===== src/dra_pkg.sv =====
// Constants, types and register map of the dual-resolver alignment block
package dra_pkg;

  ////////////////////////////////////////////////////////////////////////////
  // Network image
  localparam int unsigned   DRA_WORDS     = 10;
  localparam int unsigned   DRA_AW        = 8;
  localparam logic [7:0]    OUT_BASE      = 8'h00;
  localparam logic [7:0]    IN_BASE       = 8'h40;
  localparam logic [7:0]    CFG_ADDR      = 8'h80;
  localparam logic [7:0]    FSC_ADDR      = 8'h84;
  localparam logic [7:0]    STAT_ADDR     = 8'h88;
  localparam logic [3:0]    NO_WORD       = 4'hF;

  ////////////////////////////////////////////////////////////////////////////
  // Command codes and field positions
  localparam logic [15:0]   CMD_ENTER     = 16'h9000;
  localparam logic [15:0]   CMD_ALIGN     = 16'h9001;
  localparam logic [15:0]   CMD_SAVE_EXIT = 16'h800E;
  localparam logic [15:0]   CMD_EXIT      = 16'h800F;
  localparam logic [15:0]   PASSWORD      = 16'h1298;
  localparam int unsigned   TX_BIT        = 15;
  localparam int unsigned   ACK_BIT       = 15;
  localparam int unsigned   INALIGN_BIT   = 14;
  localparam int unsigned   ALIGNED_BIT   = 13;
  localparam int unsigned   INMEAS_BIT    = 12;
  localparam int unsigned   FAULT_BIT     = 0;
  localparam int unsigned   CFG_DUAL_BIT  = 0;
  localparam logic [3:0]    ERR_NONE      = 4'h0;
  localparam logic [3:0]    ERR_CMD       = 4'h1;

  ////////////////////////////////////////////////////////////////////////////
  // Resolver geometry and reset values
  localparam int unsigned   RES_BITS      = 10;
  localparam int unsigned   RES_COUNTS    = 1024;
  localparam int unsigned   RAW_BITS      = 2 * RES_BITS;
  localparam int unsigned   FSC_BITS      = 24;
  localparam logic [19:0]   HALF_TURN     = 20'h00200;
  localparam logic [23:0]   FSC_RST       = 24'h100000;
  localparam logic          CFG_DUAL_RST  = 1'b0;
  localparam logic [19:0]   OFFSET_RST    = 20'h00000;

  ////////////////////////////////////////////////////////////////////////////
  // Bus answers
  localparam logic [1:0]    RESP_OKAY     = 2'h0;
  localparam logic [1:0]    RESP_SLVERR   = 2'h2;

  typedef enum logic [1:0] {DRA_IDLE, DRA_ALIGN, DRA_MEAS} dra_mode_t;

endpackage


===== src/dra_align.sv =====
// Alignment-mode command handler and input image formatter, AXI4-Lite slave
//
// Contract
// RULE1: Input word 0 is module status; words 1 and 5 are channel statuses.
// RULE2: Before alignment, coarse in word 3, fine in word 7, rest zero.
// RULE3: Resolver positions in alignment mode use 1024 counts per turn.
// RULE4: Fault indications follow the live fault, never latched, in alignment mode.
// RULE5: Coarse resolver must be wired to channel 1, fine to channel 2.
// RULE6: Command 16#9001 computes coarse offset aligning both resolvers.
// RULE7: Coarse offset is internal, apart from the user preset offset.
// RULE8: Align answer sets acknowledge and result code in bits 3..0.
// RULE9: Align rejected with code 1 when configured for single resolvers.
// RULE10: Align rejected with code 1 when either channel has a fault.
// RULE11: Once aligned, 32-bit position in words 2-3, statuses kept, rest zero.
// RULE12: Right after alignment the position sits halfway through turn one.
// RULE13: Multi-turn position scaled by the full-scale count.
// RULE14: Low word holds bits 15..0, high word the upper bits.
// RULE15: New offset applied only on exit; discarded on plain exit or reset.
// RULE16: Command 16#800E acknowledges and saves offset to non-volatile memory.
// RULE17: After save and exit, move to measurement mode.
// RULE18: Commands taken on 0-to-1 of transmit bit; its clear clears acknowledge.
// RULE19: 16#9000 with password 16#1298 enters alignment, else error code 1.
// RULE20: Response words updated before acknowledge becomes visible.
`timescale 1ns/10ps
module dra_align #(
  parameter int unsigned RES_W = dra_pkg::RES_BITS,
  parameter int unsigned FSC_W = dra_pkg::FSC_BITS
) (
  input  wire logic                       aclk,
  input  wire logic                       aresetn,
  input  wire logic                       ce,
  input  wire logic [dra_pkg::DRA_AW-1:0] s_axi_awaddr,
  input  wire logic                       s_axi_awvalid,
  output logic                            s_axi_awready,
  input  wire logic [31:0]                s_axi_wdata,
  input  wire logic [3:0]                 s_axi_wstrb,
  input  wire logic                       s_axi_wvalid,
  output logic                            s_axi_wready,
  output logic [1:0]                      s_axi_bresp,
  output logic                            s_axi_bvalid,
  input  wire logic                       s_axi_bready,
  input  wire logic [dra_pkg::DRA_AW-1:0] s_axi_araddr,
  input  wire logic                       s_axi_arvalid,
  output logic                            s_axi_arready,
  output logic [31:0]                     s_axi_rdata,
  output logic [1:0]                      s_axi_rresp,
  output logic                            s_axi_rvalid,
  input  wire logic                       s_axi_rready,
  input  wire logic [RES_W-1:0]           coarse_pos,
  input  wire logic [RES_W-1:0]           fine_pos,
  input  wire logic                       ch1_fault,
  input  wire logic                       ch2_fault,
  input  wire logic                       nvm_aligned,
  output logic                            nvm_wr_stb,
  output logic [2*RES_W-1:0]              nvm_wr_offset
);
  import dra_pkg::*;

  initial begin
    if (RES_W != RES_BITS || FSC_W != FSC_BITS) begin
      $error("dra_align: resolver and scale widths are fixed by the image layout");
    end
  end

  function automatic logic [3:0] word_idx(input logic [DRA_AW-1:0] addr, input logic [DRA_AW-1:0] base);
    logic [DRA_AW-1:0] rel;
    rel = addr - base;
    if (addr < base || rel[1:0] != 2'h0 || rel[DRA_AW-1:2] >= (DRA_AW-2)'(DRA_WORDS)) begin
      word_idx = NO_WORD;
    end else begin
      word_idx = rel[5:2];
    end
  endfunction

  ////////////////////////////////////////////////////////////////////////////
  // Storage
  logic [15:0]        out_img_q [DRA_WORDS];
  logic [15:0]        in_img_q  [DRA_WORDS];
  logic [15:0]        in_img_d  [DRA_WORDS];
  logic               cfg_dual_q;
  logic [FSC_W-1:0]   fsc_q;
  dra_mode_t          mode_q;
  logic               aligned_q;
  logic [2*RES_W-1:0] offset_q;
  logic               tx_prev_q;
  logic               ack_q;
  logic               ack_pend_q;
  logic [3:0]         err_q;
  logic [31:0]        mt_pos;
  logic               cmd_stb;
  logic [15:0]        cmd;

  ////////////////////////////////////////////////////////////////////////////
  // AXI4-Lite write channel
  logic              aw_q;
  logic              w_q;
  logic [DRA_AW-1:0] awaddr_q;
  logic [31:0]       wdata_q;
  logic [3:0]        wstrb_q;
  logic              bvalid_q;
  logic [1:0]        bresp_q;
  logic              wr_do;
  logic [3:0]        wr_idx;

  assign s_axi_awready = ce & ~aw_q & ~bvalid_q;
  assign s_axi_wready  = ce & ~w_q & ~bvalid_q;
  assign s_axi_bvalid  = bvalid_q;
  assign s_axi_bresp   = bresp_q;
  assign wr_do         = ce & aw_q & w_q;
  assign wr_idx        = word_idx(awaddr_q, OUT_BASE);

  always_ff @(posedge aclk) begin
    if (!aresetn) begin
      aw_q     <= 1'b0;
      w_q      <= 1'b0;
      awaddr_q <= '0;
      wdata_q  <= '0;
      wstrb_q  <= '0;
    end else if (ce) begin
      if (s_axi_awvalid && s_axi_awready) begin
        aw_q     <= 1'b1;
        awaddr_q <= s_axi_awaddr;
      end else if (wr_do) begin
        aw_q <= 1'b0;
      end
      if (s_axi_wvalid && s_axi_wready) begin
        w_q     <= 1'b1;
        wdata_q <= s_axi_wdata;
        wstrb_q <= s_axi_wstrb;
      end else if (wr_do) begin
        w_q <= 1'b0;
      end
    end
  end

  always_ff @(posedge aclk) begin
    if (!aresetn) begin
      bvalid_q <= 1'b0;
      bresp_q  <= RESP_OKAY;
    end else if (ce) begin
      if (wr_do) begin
        bvalid_q <= 1'b1;
        bresp_q  <= (wr_idx != NO_WORD || awaddr_q == CFG_ADDR || awaddr_q == FSC_ADDR) ? RESP_OKAY : RESP_SLVERR;
      end else if (s_axi_bready) begin
        bvalid_q <= 1'b0;
      end
    end
  end

  // Output command image: 16-bit words in the low two byte lanes
  for (genvar g = 0; g < DRA_WORDS; g++) begin : g_out
    always_ff @(posedge aclk) begin
      if (!aresetn) begin
        out_img_q[g] <= 16'h0000;
      end else if (ce && wr_do && wr_idx == 4'(g)) begin
        if (wstrb_q[0]) begin
          out_img_q[g][7:0] <= wdata_q[7:0];
        end
        if (wstrb_q[1]) begin
          out_img_q[g][15:8] <= wdata_q[15:8];
        end
      end
    end
  end

  always_ff @(posedge aclk) begin
    if (!aresetn) begin
      cfg_dual_q <= CFG_DUAL_RST;
      fsc_q      <= FSC_RST;
    end else if (ce && wr_do) begin
      if (awaddr_q == CFG_ADDR && wstrb_q[0]) begin
        cfg_dual_q <= wdata_q[CFG_DUAL_BIT];
      end
      if (awaddr_q == FSC_ADDR) begin
        for (int b = 0; b < 3; b++) begin
          if (wstrb_q[b]) begin
            fsc_q[b*8 +: 8] <= wdata_q[b*8 +: 8];
          end
        end
      end
    end
  end

  ////////////////////////////////////////////////////////////////////////////
  // AXI4-Lite read channel
  logic        rvalid_q;
  logic [31:0] rdata_q;
  logic [1:0]  rresp_q;
  logic [3:0]  rd_out;
  logic [3:0]  rd_in;

  assign s_axi_arready = ce & ~rvalid_q;
  assign s_axi_rvalid  = rvalid_q;
  assign s_axi_rdata   = rdata_q;
  assign s_axi_rresp   = rresp_q;
  assign rd_out        = word_idx(s_axi_araddr, OUT_BASE);
  assign rd_in         = word_idx(s_axi_araddr, IN_BASE);

  always_ff @(posedge aclk) begin
    if (!aresetn) begin
      rvalid_q <= 1'b0;
      rdata_q  <= 32'h00000000;
      rresp_q  <= RESP_OKAY;
    end else if (ce) begin
      if (s_axi_arvalid && s_axi_arready) begin
        rvalid_q <= 1'b1;
        rresp_q  <= RESP_OKAY;
        if (rd_out != NO_WORD) begin
          rdata_q <= {16'h0000, out_img_q[rd_out]};
        end else if (rd_in != NO_WORD) begin
          rdata_q <= {16'h0000, in_img_q[rd_in]};
        end else if (s_axi_araddr == CFG_ADDR) begin
          rdata_q <= 32'(cfg_dual_q);
        end else if (s_axi_araddr == FSC_ADDR) begin
          rdata_q <= 32'(fsc_q);
        end else if (s_axi_araddr == STAT_ADDR) begin
          rdata_q <= {28'h0000000, aligned_q, mode_q == DRA_MEAS, mode_q == DRA_ALIGN, ack_q};
        end else begin
          rdata_q <= 32'h00000000;
          rresp_q <= RESP_SLVERR;
        end
      end else if (s_axi_rready) begin
        rvalid_q <= 1'b0;
      end
    end
  end

  ////////////////////////////////////////////////////////////////////////////
  // Command handling
  assign cmd     = out_img_q[0];
  assign cmd_stb = cmd[TX_BIT] & ~tx_prev_q;  // RULE18

  always_ff @(posedge aclk) begin
    if (!aresetn) begin
      tx_prev_q <= 1'b0;
    end else if (ce) begin
      tx_prev_q <= cmd[TX_BIT];
    end
  end

  // Acknowledge lags the state change by one edge so that the image is fresh first
  // Set wins over a same-cycle clear so that no answer is ever lost
  always_ff @(posedge aclk) begin
    if (!aresetn) begin
      ack_pend_q <= 1'b0;
      ack_q      <= 1'b0;
    end else if (ce) begin
      ack_pend_q <= cmd_stb;
      if (ack_pend_q) begin
        ack_q <= 1'b1;  // RULE20 RULE8 RULE16
      end else if (!cmd[TX_BIT]) begin
        ack_q <= 1'b0;  // RULE18
      end
    end
  end

  // Reset drops any unsaved offset: only the non-volatile copy survives
  always_ff @(posedge aclk) begin
    if (!aresetn) begin
      mode_q        <= DRA_IDLE;
      aligned_q     <= 1'b0;
      offset_q      <= OFFSET_RST;  // RULE15
      err_q         <= ERR_NONE;
      nvm_wr_stb    <= 1'b0;
      nvm_wr_offset <= OFFSET_RST;
    end else if (ce) begin
      nvm_wr_stb <= 1'b0;
      if (cmd_stb) begin
        err_q <= ERR_NONE;
        if (cmd == CMD_ENTER) begin
          if (out_img_q[1] == PASSWORD) begin
            mode_q    <= DRA_ALIGN;  // RULE19
            aligned_q <= 1'b0;
          end else begin
            err_q <= ERR_CMD;  // RULE19
          end
        end else if (mode_q != DRA_ALIGN) begin
          err_q <= ERR_CMD;
        end else begin
          case (cmd)
            CMD_ALIGN: begin
              if (!cfg_dual_q || ch1_fault || ch2_fault) begin
                err_q <= ERR_CMD;  // RULE9 RULE10
              end else begin
                // Internal offset only; the user preset offset lives elsewhere
                offset_q  <= {coarse_pos, fine_pos} - HALF_TURN;  // RULE6 RULE7 RULE12
                aligned_q <= 1'b1;
              end
            end
            CMD_SAVE_EXIT: begin
              if (aligned_q) begin
                nvm_wr_stb    <= 1'b1;  // RULE16 RULE15
                nvm_wr_offset <= offset_q;
                mode_q        <= DRA_MEAS;  // RULE17
                aligned_q     <= 1'b0;
              end else begin
                err_q <= ERR_CMD;
              end
            end
            CMD_EXIT: begin
              aligned_q <= 1'b0;  // RULE15
              mode_q    <= nvm_aligned ? DRA_MEAS : DRA_ALIGN;
            end
            default: begin
              err_q <= ERR_CMD;
            end
          endcase
        end
      end
    end
  end

  ////////////////////////////////////////////////////////////////////////////
  // Input image
  dra_mt_pos #(
    .RES_W (RES_W),
    .FSC_W (FSC_W)
  ) u_pos (
    .coarse (coarse_pos),
    .fine   (fine_pos),
    .offset (offset_q),
    .fsc    (fsc_q),
    .pos    (mt_pos)
  );

  always_comb begin
    for (int i = 0; i < DRA_WORDS; i++) begin
      in_img_d[i] = 16'h0000;  // RULE2 RULE11
    end
    in_img_d[0][ACK_BIT]     = ack_q;  // RULE1 RULE8
    in_img_d[0][INALIGN_BIT] = (mode_q == DRA_ALIGN);
    in_img_d[0][ALIGNED_BIT] = aligned_q;
    in_img_d[0][INMEAS_BIT]  = (mode_q == DRA_MEAS);
    in_img_d[0][3:0]         = err_q;  // RULE8
    if (mode_q == DRA_ALIGN) begin
      // Live fault levels: they vanish with the condition
      in_img_d[1][FAULT_BIT] = ch1_fault;  // RULE4 RULE1
      in_img_d[5][FAULT_BIT] = ch2_fault;  // RULE4 RULE1
      if (aligned_q) begin
        in_img_d[2] = mt_pos[31:16];  // RULE11 RULE14
        in_img_d[3] = mt_pos[15:0];  // RULE14
      end else begin
        // Channel 1 carries the coarse resolver, channel 2 the fine one
        in_img_d[3] = 16'(coarse_pos);  // RULE2 RULE3 RULE5
        in_img_d[7] = 16'(fine_pos);  // RULE2 RULE3 RULE5
      end
    end
  end

  always_ff @(posedge aclk) begin
    if (!aresetn) begin
      for (int i = 0; i < DRA_WORDS; i++) begin
        in_img_q[i] <= 16'h0000;
      end
    end else if (ce) begin
      for (int i = 0; i < DRA_WORDS; i++) begin
        in_img_q[i] <= in_img_d[i];
      end
    end
  end

endmodule


===== src/dra_mt_pos.sv =====
// Multi-turn position: coarse/fine combination, internal offset and scaling
`timescale 1ns/10ps
module dra_mt_pos #(
  parameter int unsigned RES_W = dra_pkg::RES_BITS,
  parameter int unsigned FSC_W = dra_pkg::FSC_BITS
) (
  input  wire logic [RES_W-1:0]   coarse,
  input  wire logic [RES_W-1:0]   fine,
  input  wire logic [2*RES_W-1:0] offset,
  input  wire logic [FSC_W-1:0]   fsc,
  output logic      [31:0]        pos
);
  import dra_pkg::*;

  logic [2*RES_W-1:0]       raw;
  logic [2*RES_W+FSC_W-1:0] prod;

  initial begin
    if (RES_W < 2 || FSC_W > 32 || FSC_W < 2) begin
      $error("dra_mt_pos: unsupported width");
    end
  end

  // Offset subtraction wraps modulo the raw span, as the turns counter does
  assign raw  = {coarse, fine} - offset;
  // Full-scale count spans the whole raw range
  assign prod = (2*RES_W+FSC_W)'(raw) * (2*RES_W+FSC_W)'(fsc);  // RULE13
  assign pos  = 32'(prod[2*RES_W+FSC_W-1:2*RES_W]);
endmodule


===== config.mk =====
export PLATFORM = sky130hd
export DESIGN_NAME = dra_align
export DESIGN_NICKNAME = d
export VERILOG_FILES = /design/src/dra_pkg.sv /design/src/dra_align.sv /design/src/dra_mt_pos.sv
export SDC_FILE = /design/constraint.sdc
export NUM_CORES = 2
export LEC_CHECK = 0
export BUFFER_PORTS_ARGS = -buffer_cell sky130_fd_sc_hd__buf_2
export CORE_AREA = 4 4 270 272
export DETAILED_ROUTE_END_ITERATION = 10
export DIE_AREA = 0 0 274 276
export PLACE_DENSITY = 0.65
export RECOVER_POWER = 100
export SLEW_MARGIN = 10
export SYNTH_ARGS = -nofsm -noshare
export SYNTH_HDL_FRONTEND = slang
export SYNTH_SLANG_ARGS = --single-unit

===== constraint.sdc =====
create_clock -name aclk -period 13.53 [get_ports aclk]
set_input_delay 2.0295 -clock aclk [delete_from_list [all_inputs] [get_ports aclk]]
set_output_delay 2.0295 -clock aclk [all_outputs]
set_load 0.02 [all_outputs]

==> Yosys cells after proc, flatten, opt, wreduce, memory -nomap -nowiden <==
Memory sizes are Yosys's and may differ from the RTL's.
Index checks and enable logic that the tools add are counted.
{ "op_classes": {"n_addsub": 3, "mux": 147, "n_reduce_logical": 55, "magnitude_cmp": 6, "bitwise": 46, "mul": 1, "n_eq_ne": 30} }
{ "ops": {"columns": ["op", "n"], "rows": [
  ["16-bit two-way mux", 11],
  ["8-bit two-way mux", 21],
  ["24-bit two-way mux", 4],
  ["1-bit two-way mux", 89],
  ["16-bit equality test (second input constant)", 4],
  ["20-bit by 24-bit multiplier with 44-bit output", 1],
  ["8-bit equality test (second input constant)", 5],
  ["33-bit two-way mux", 1],
  ["1-bit bitwise OR", 30],
  ["6-bit AND reduction", 4],
  ["2-bit two-way mux", 11],
  ["2-bit AND reduction", 11],
  ["10-bit two-way mux", 2],
  ["4-bit two-way mux", 5],
  ["20-bit by 10-bit subtractor with 20-bit output (second input constant)", 1],
  ["20-bit subtractor", 1],
  ["6-bit by 4-bit >= comparator with 1-bit output (second input constant)", 3],
  ["16-bit by 13-bit equality test with 1-bit output (second input constant)", 1],
  ["4-bit by 3-bit equality test with 1-bit output (second input constant)", 4],
  ["8-bit by 1-bit less-than comparator with 1-bit output (second input constant)", 2],
  ["1-bit logical AND", 15],
  ["2-bit nonzero test", 7],
  ["4-bit inequality test (second input constant)", 3],
  ["1-bit logical OR", 10],
  ["other kinds (20)", 42]
]} }
{ "word_totals": {"output_inout_bits": 62, "memories": 2, "ramBits": 320, "ff_bits": 151, "word_cells": 313, "input_bits": 83} }
{ "memory_table": {"columns": ["name", "depth", "word_bits", "rd", "rd_clocked_by_memory_dff", "wr", "line", "rtl"], "rows": [
  ["in_img_q", 10, 16, 1, 0, 10, "dra_align.sv:78", "logic [15:0] in_img_q [DRA_WORDS];"],
  ["out_img_q", 10, 16, 3, 0, 10, "dra_align.sv:77", "logic [15:0] out_img_q [DRA_WORDS];"]
]} }

==> Longest topological paths before layout <==
{ "depth": {"word_depth": 10, "ltp_mapped": 36, "ltp_nobuf": 35} }

==> By module <==
A second synthesis with hierarchy kept.
{ "unflattened": {"cells_unflattened": 3253, "hier_area_um2": 32109.5} }
{ "by_module_without_submodules": {"columns": ["mod", "seq_area_each_um2", "cells_per_inst", "instances", "area_each_um2"], "rows": [
  ["dra_mt_pos", 0.0, 1858, 1, 16136.7],
  ["dra_align", 9038.7, 1395, 1, 15972.8]
]} }

==> Worst setup path before layout <==
OpenSTA, ideal clock, no wires.
{ "synth_timing": {"path_kind": "input-to-reg", "start": "input fine_pos[0]", "end": "memory in_img_q[2][2], data pin", "slack_ns": 3.128, "required_ns": 13.265, "setup_time_ns": 0.265, "stages": 36, "path_buffers": 1, "arrival_ns": 10.136, "path_cell_list": "inv_1 ha_1 inv_1 fa_1 a21o_1 a21oi_2 o21bai_2 a2111oi_4 o31ai_2 o21a_1 nor2_1 xnor2_1 clkbuf_1 nand2_1 fa_1 inv_1 fa_1 inv_1 fa_1 inv_1 fa_1 fa_1 fa_1 inv_1 fa_1 inv_1 ha_1 a21o_1 a21o_1 a21oi_1 o22ai_1 nor4_2 a211oi_4 a21oi_4 nor4_1 or3_1"} }
{ "synth_lines": {"columns": ["element", "line", "rtl"], "rows": [
  ["start: declaration", "dra_align.sv:50", "input wire logic [RES_W-1:0] fine_pos,"],
  ["end: declaration", "dra_align.sv:78", null]
]} }

==> impl_metrics.ini <==
[sta]
drv_slew = 335
finalWorstSetupSlack_ns = 1.81
hold_viol = 0
period_needed_ns = 11.72
setup_viol = 0
setup_tns_ns = 0
skew_ns = 0.0170
rsz0062_at_grt = false
worst_pin_slew_ns = 3.90
clock.fmax_mhz = 85.3
fin_crit_sh = 0.866
timing.slew.headroom = -1.60

[setup_path]
path_common_cell = fa_1
crit_path_start_kind = input port
max_stage_delay_ns = 0.78
crit_path_end_kind = register
worst-path-max-fanout = 13
slowest_stage = xor2_2
critPathKind = in -> reg
required_ns = 13.81
crit_arrival_ns = 12.00

[layout]
design_area_sq_um = 34200
fin_util = 0.484
syn_to_final_growth_pct = 8.51
nets = 3974
layout-drive-gt1-share = 0.0705

[routing]
via_per_inst = 5.40
wl_per_cell_um = 20.3
via_count = 23200
final_antenna_net_count = 0
drt-pass1-iter-count = 6
first_iter_violations = 1766
drc = 0
finalWirelength_mm = 87.1

[power_and_ir_drop]
power_density_nw_per_um2 = 71.4
p_leak_nw = 15.1
power.total_mw = 2.44
irDropWorstVdd_mv = 0.0728

[floorplan]
fp-row-count = 98
core_area_sq_um = 70800
die_w_um = 274
ios = 145
start_util = 0.446
dieArea_sq_um = 75600
die_h_um = 276

[yosys]
synth-edff-count = 201
muxShareOfSynthArea = 0.0261
synth_xor_area_frac = 0.0122
synth_top_family_by_area = adder cells
synth-main-ff-cell = edfxtp_1
synthAdderAreaFrac = 0.319
synth_area_sq_um = 31500
synth_top_area_share = 0.249
yosysUniqueCellTypes = 80
ys_ff_latch = 339
ys_warn_count = 0
syn_area_per_cell_sq_um = 9.55
synth_compound_area_frac = 0.0933
yosys.area_share.simple = 0.189
synthTopCellsByArea = fa_1 (25%), edfxtp_1 (19%), dfxtp_1 (8.8%)
synthArstFlopShare = 0
synth_top_area_cell = fa_1
syn_inst = 3302
seq_area_frac_synth = 0.279

[cts]
cts_tree = done
h-tree-depth = 2
clk_latency_ns = 0.53
clk_path_buf_depth = 3
cts-root-buf = clkbuf_16
clock_sinks = 339
cts_buffers = 35
cts_setup_buffers = 0
cts_resized = 0
clk_pin_slew_ns = 0.06
cts_hold_buf = 0

[outcome]
violations = capacitance limit, slew limit
status = finished with violations

[placement]
dp_hpwl_mm = 63.5
dpl_cell_area_sq_um = 33200
dp_slack_ns = 1.90
io_buffer_count = 125
place_congestion = 0.874

[worst_hold_path]
min_path_type = reg -> reg

[global_route]
globalRouteTotalUtil = 0.232
grt_pass1_vias = 23400
grt_overflow = 0
antenna_found_initial = 13
grt_pass1_wl_mm = 136
grt_max_degree = 110

[run]
cap_violations = 6
-- power by group --
part / leakage [nW] / switching, mW / total [mW] / internal, mW
combinational: 11.3 / 0.214 / 0.309 / 0.0950
clock: 0.563 / 0.423 / 0.989 / 0.566
sequential: 3.23 / 0.0259 / 1.14 / 1.12
-- logic make-up after synthesis --
kind of cell    Yosys count
fa+ha+maj               568
buf+inv                 668
other cells               1
compound gates          418
flops                   339
xor+xnor                 44
mux                      61
simple gates           1203
-- worst max-delay path, delay by kind of cell --
family                   cells  cell delay [ns]
XOR/XNOR                     1             0.78
adder cells (fa/ha/maj)     10             4.38
AND/OR/NAND/NOR              6             1.35
buffers and inverters        7             0.83
AO/OA/AOI/OAI                9             2.60
-- cell usage in the layout, fill, tap and decap left out, types with 34 or more instances in the layout --
| cell type | count |
|---|---|
| a211oi_1 | 37 |
| a21boi_0 | 94 |
| a21oi_1 | 69 |
| and2_0 | 109 |
| and2_1 | 241 |
| buf_2 | 70 |
| buf_4 | 41 |
| clkbuf_1 | 73 |
| clkbuf_16 | 36 |
| dfxtp_1 | 138 |
| edfxtp_1 | 201 |
| fa_1 | 392 |
| ha_1 | 176 |
| inv_1 | 467 |
| mux2i_1 | 34 |
| nand2_1 | 556 |
| nor2_1 | 76 |
| nor2b_1 | 54 |
| o21ai_0 | 54 |
-- sequential cells by signal, summed over array words and instances, names as in the netlist --
register       cells
out_img_q        160
nvm_wr_offset     20
tx_prev_q          1
s_axi_bresp        1
wstrb_q            3
offset_q          20
s_axi_bvalid       1
in_img_q          41
aw_q               1
s_axi_rdata       24
err_q              1
s_axi_rvalid       1
s_axi_rresp        1
cfg_dual_q         1
wdata_q           24
fsc_q             24
w_q                1
aligned_q          1
ack_pend_q         1
awaddr_q           8
mode_q             2
nvm_wr_stb         1
ack_q              1
-- metal layers --
layer,GRT usage,share of wire
met2,0.369,0.46
met4,0.0669,0.032
met5,0,0
met1,0.323,0.42
met3,0.0450,0.086
-- stage by stage --
stage	hold slack, ns	cells
after floorplan	0.441	3311
after global placement	0.448	4236
after detailed placement	0.454	4236
after CTS	0.462	4299
after global routing	0.486	4302
final	0.463	4302
-- cells in the mapped netlist, types with 37 or more instances --
cell	count
nand2_1	556
inv_1	466
fa_1	392
and2_1	348
edfxtp_1	201
ha_1	176
clkbuf_1	171
dfxtp_1	138
a21boi_0	94
nor2_1	76
a21oi_1	68
nor2b_1	54
o21ai_0	53
a211oi_1	37
-- cell type report --
type                       instances  area (sq um)
antenna                            3          7.51
clock buffer                      46           968
clock inverter                    17           183
fill                            6674         36500
inverter                         466          1750
multi-input combinational       2304         20400
sequential                       339          8800
tap                              950          1190
timing repair buffer             177           906
-- final timing paths --
| path | end | slack, ns | startpoint | cells after the start |
|---|---|---|---|---|
| worst max-delay path | in_img_q[2][2] | 1.81 | fine_pos[0] | 33 |
| worst max register to register | in_img_q[2][2] | 3.23 | offset_q[0] | 31 |
| worst min-delay path | nvm_wr_offset[19] | 0.46 | nvm_wr_offset[19] | 2 |
| worst min register to register | nvm_wr_offset[19] | 0.46 | nvm_wr_offset[19] | 2 |
Note: power is estimated with default switching activity, not from simulation.
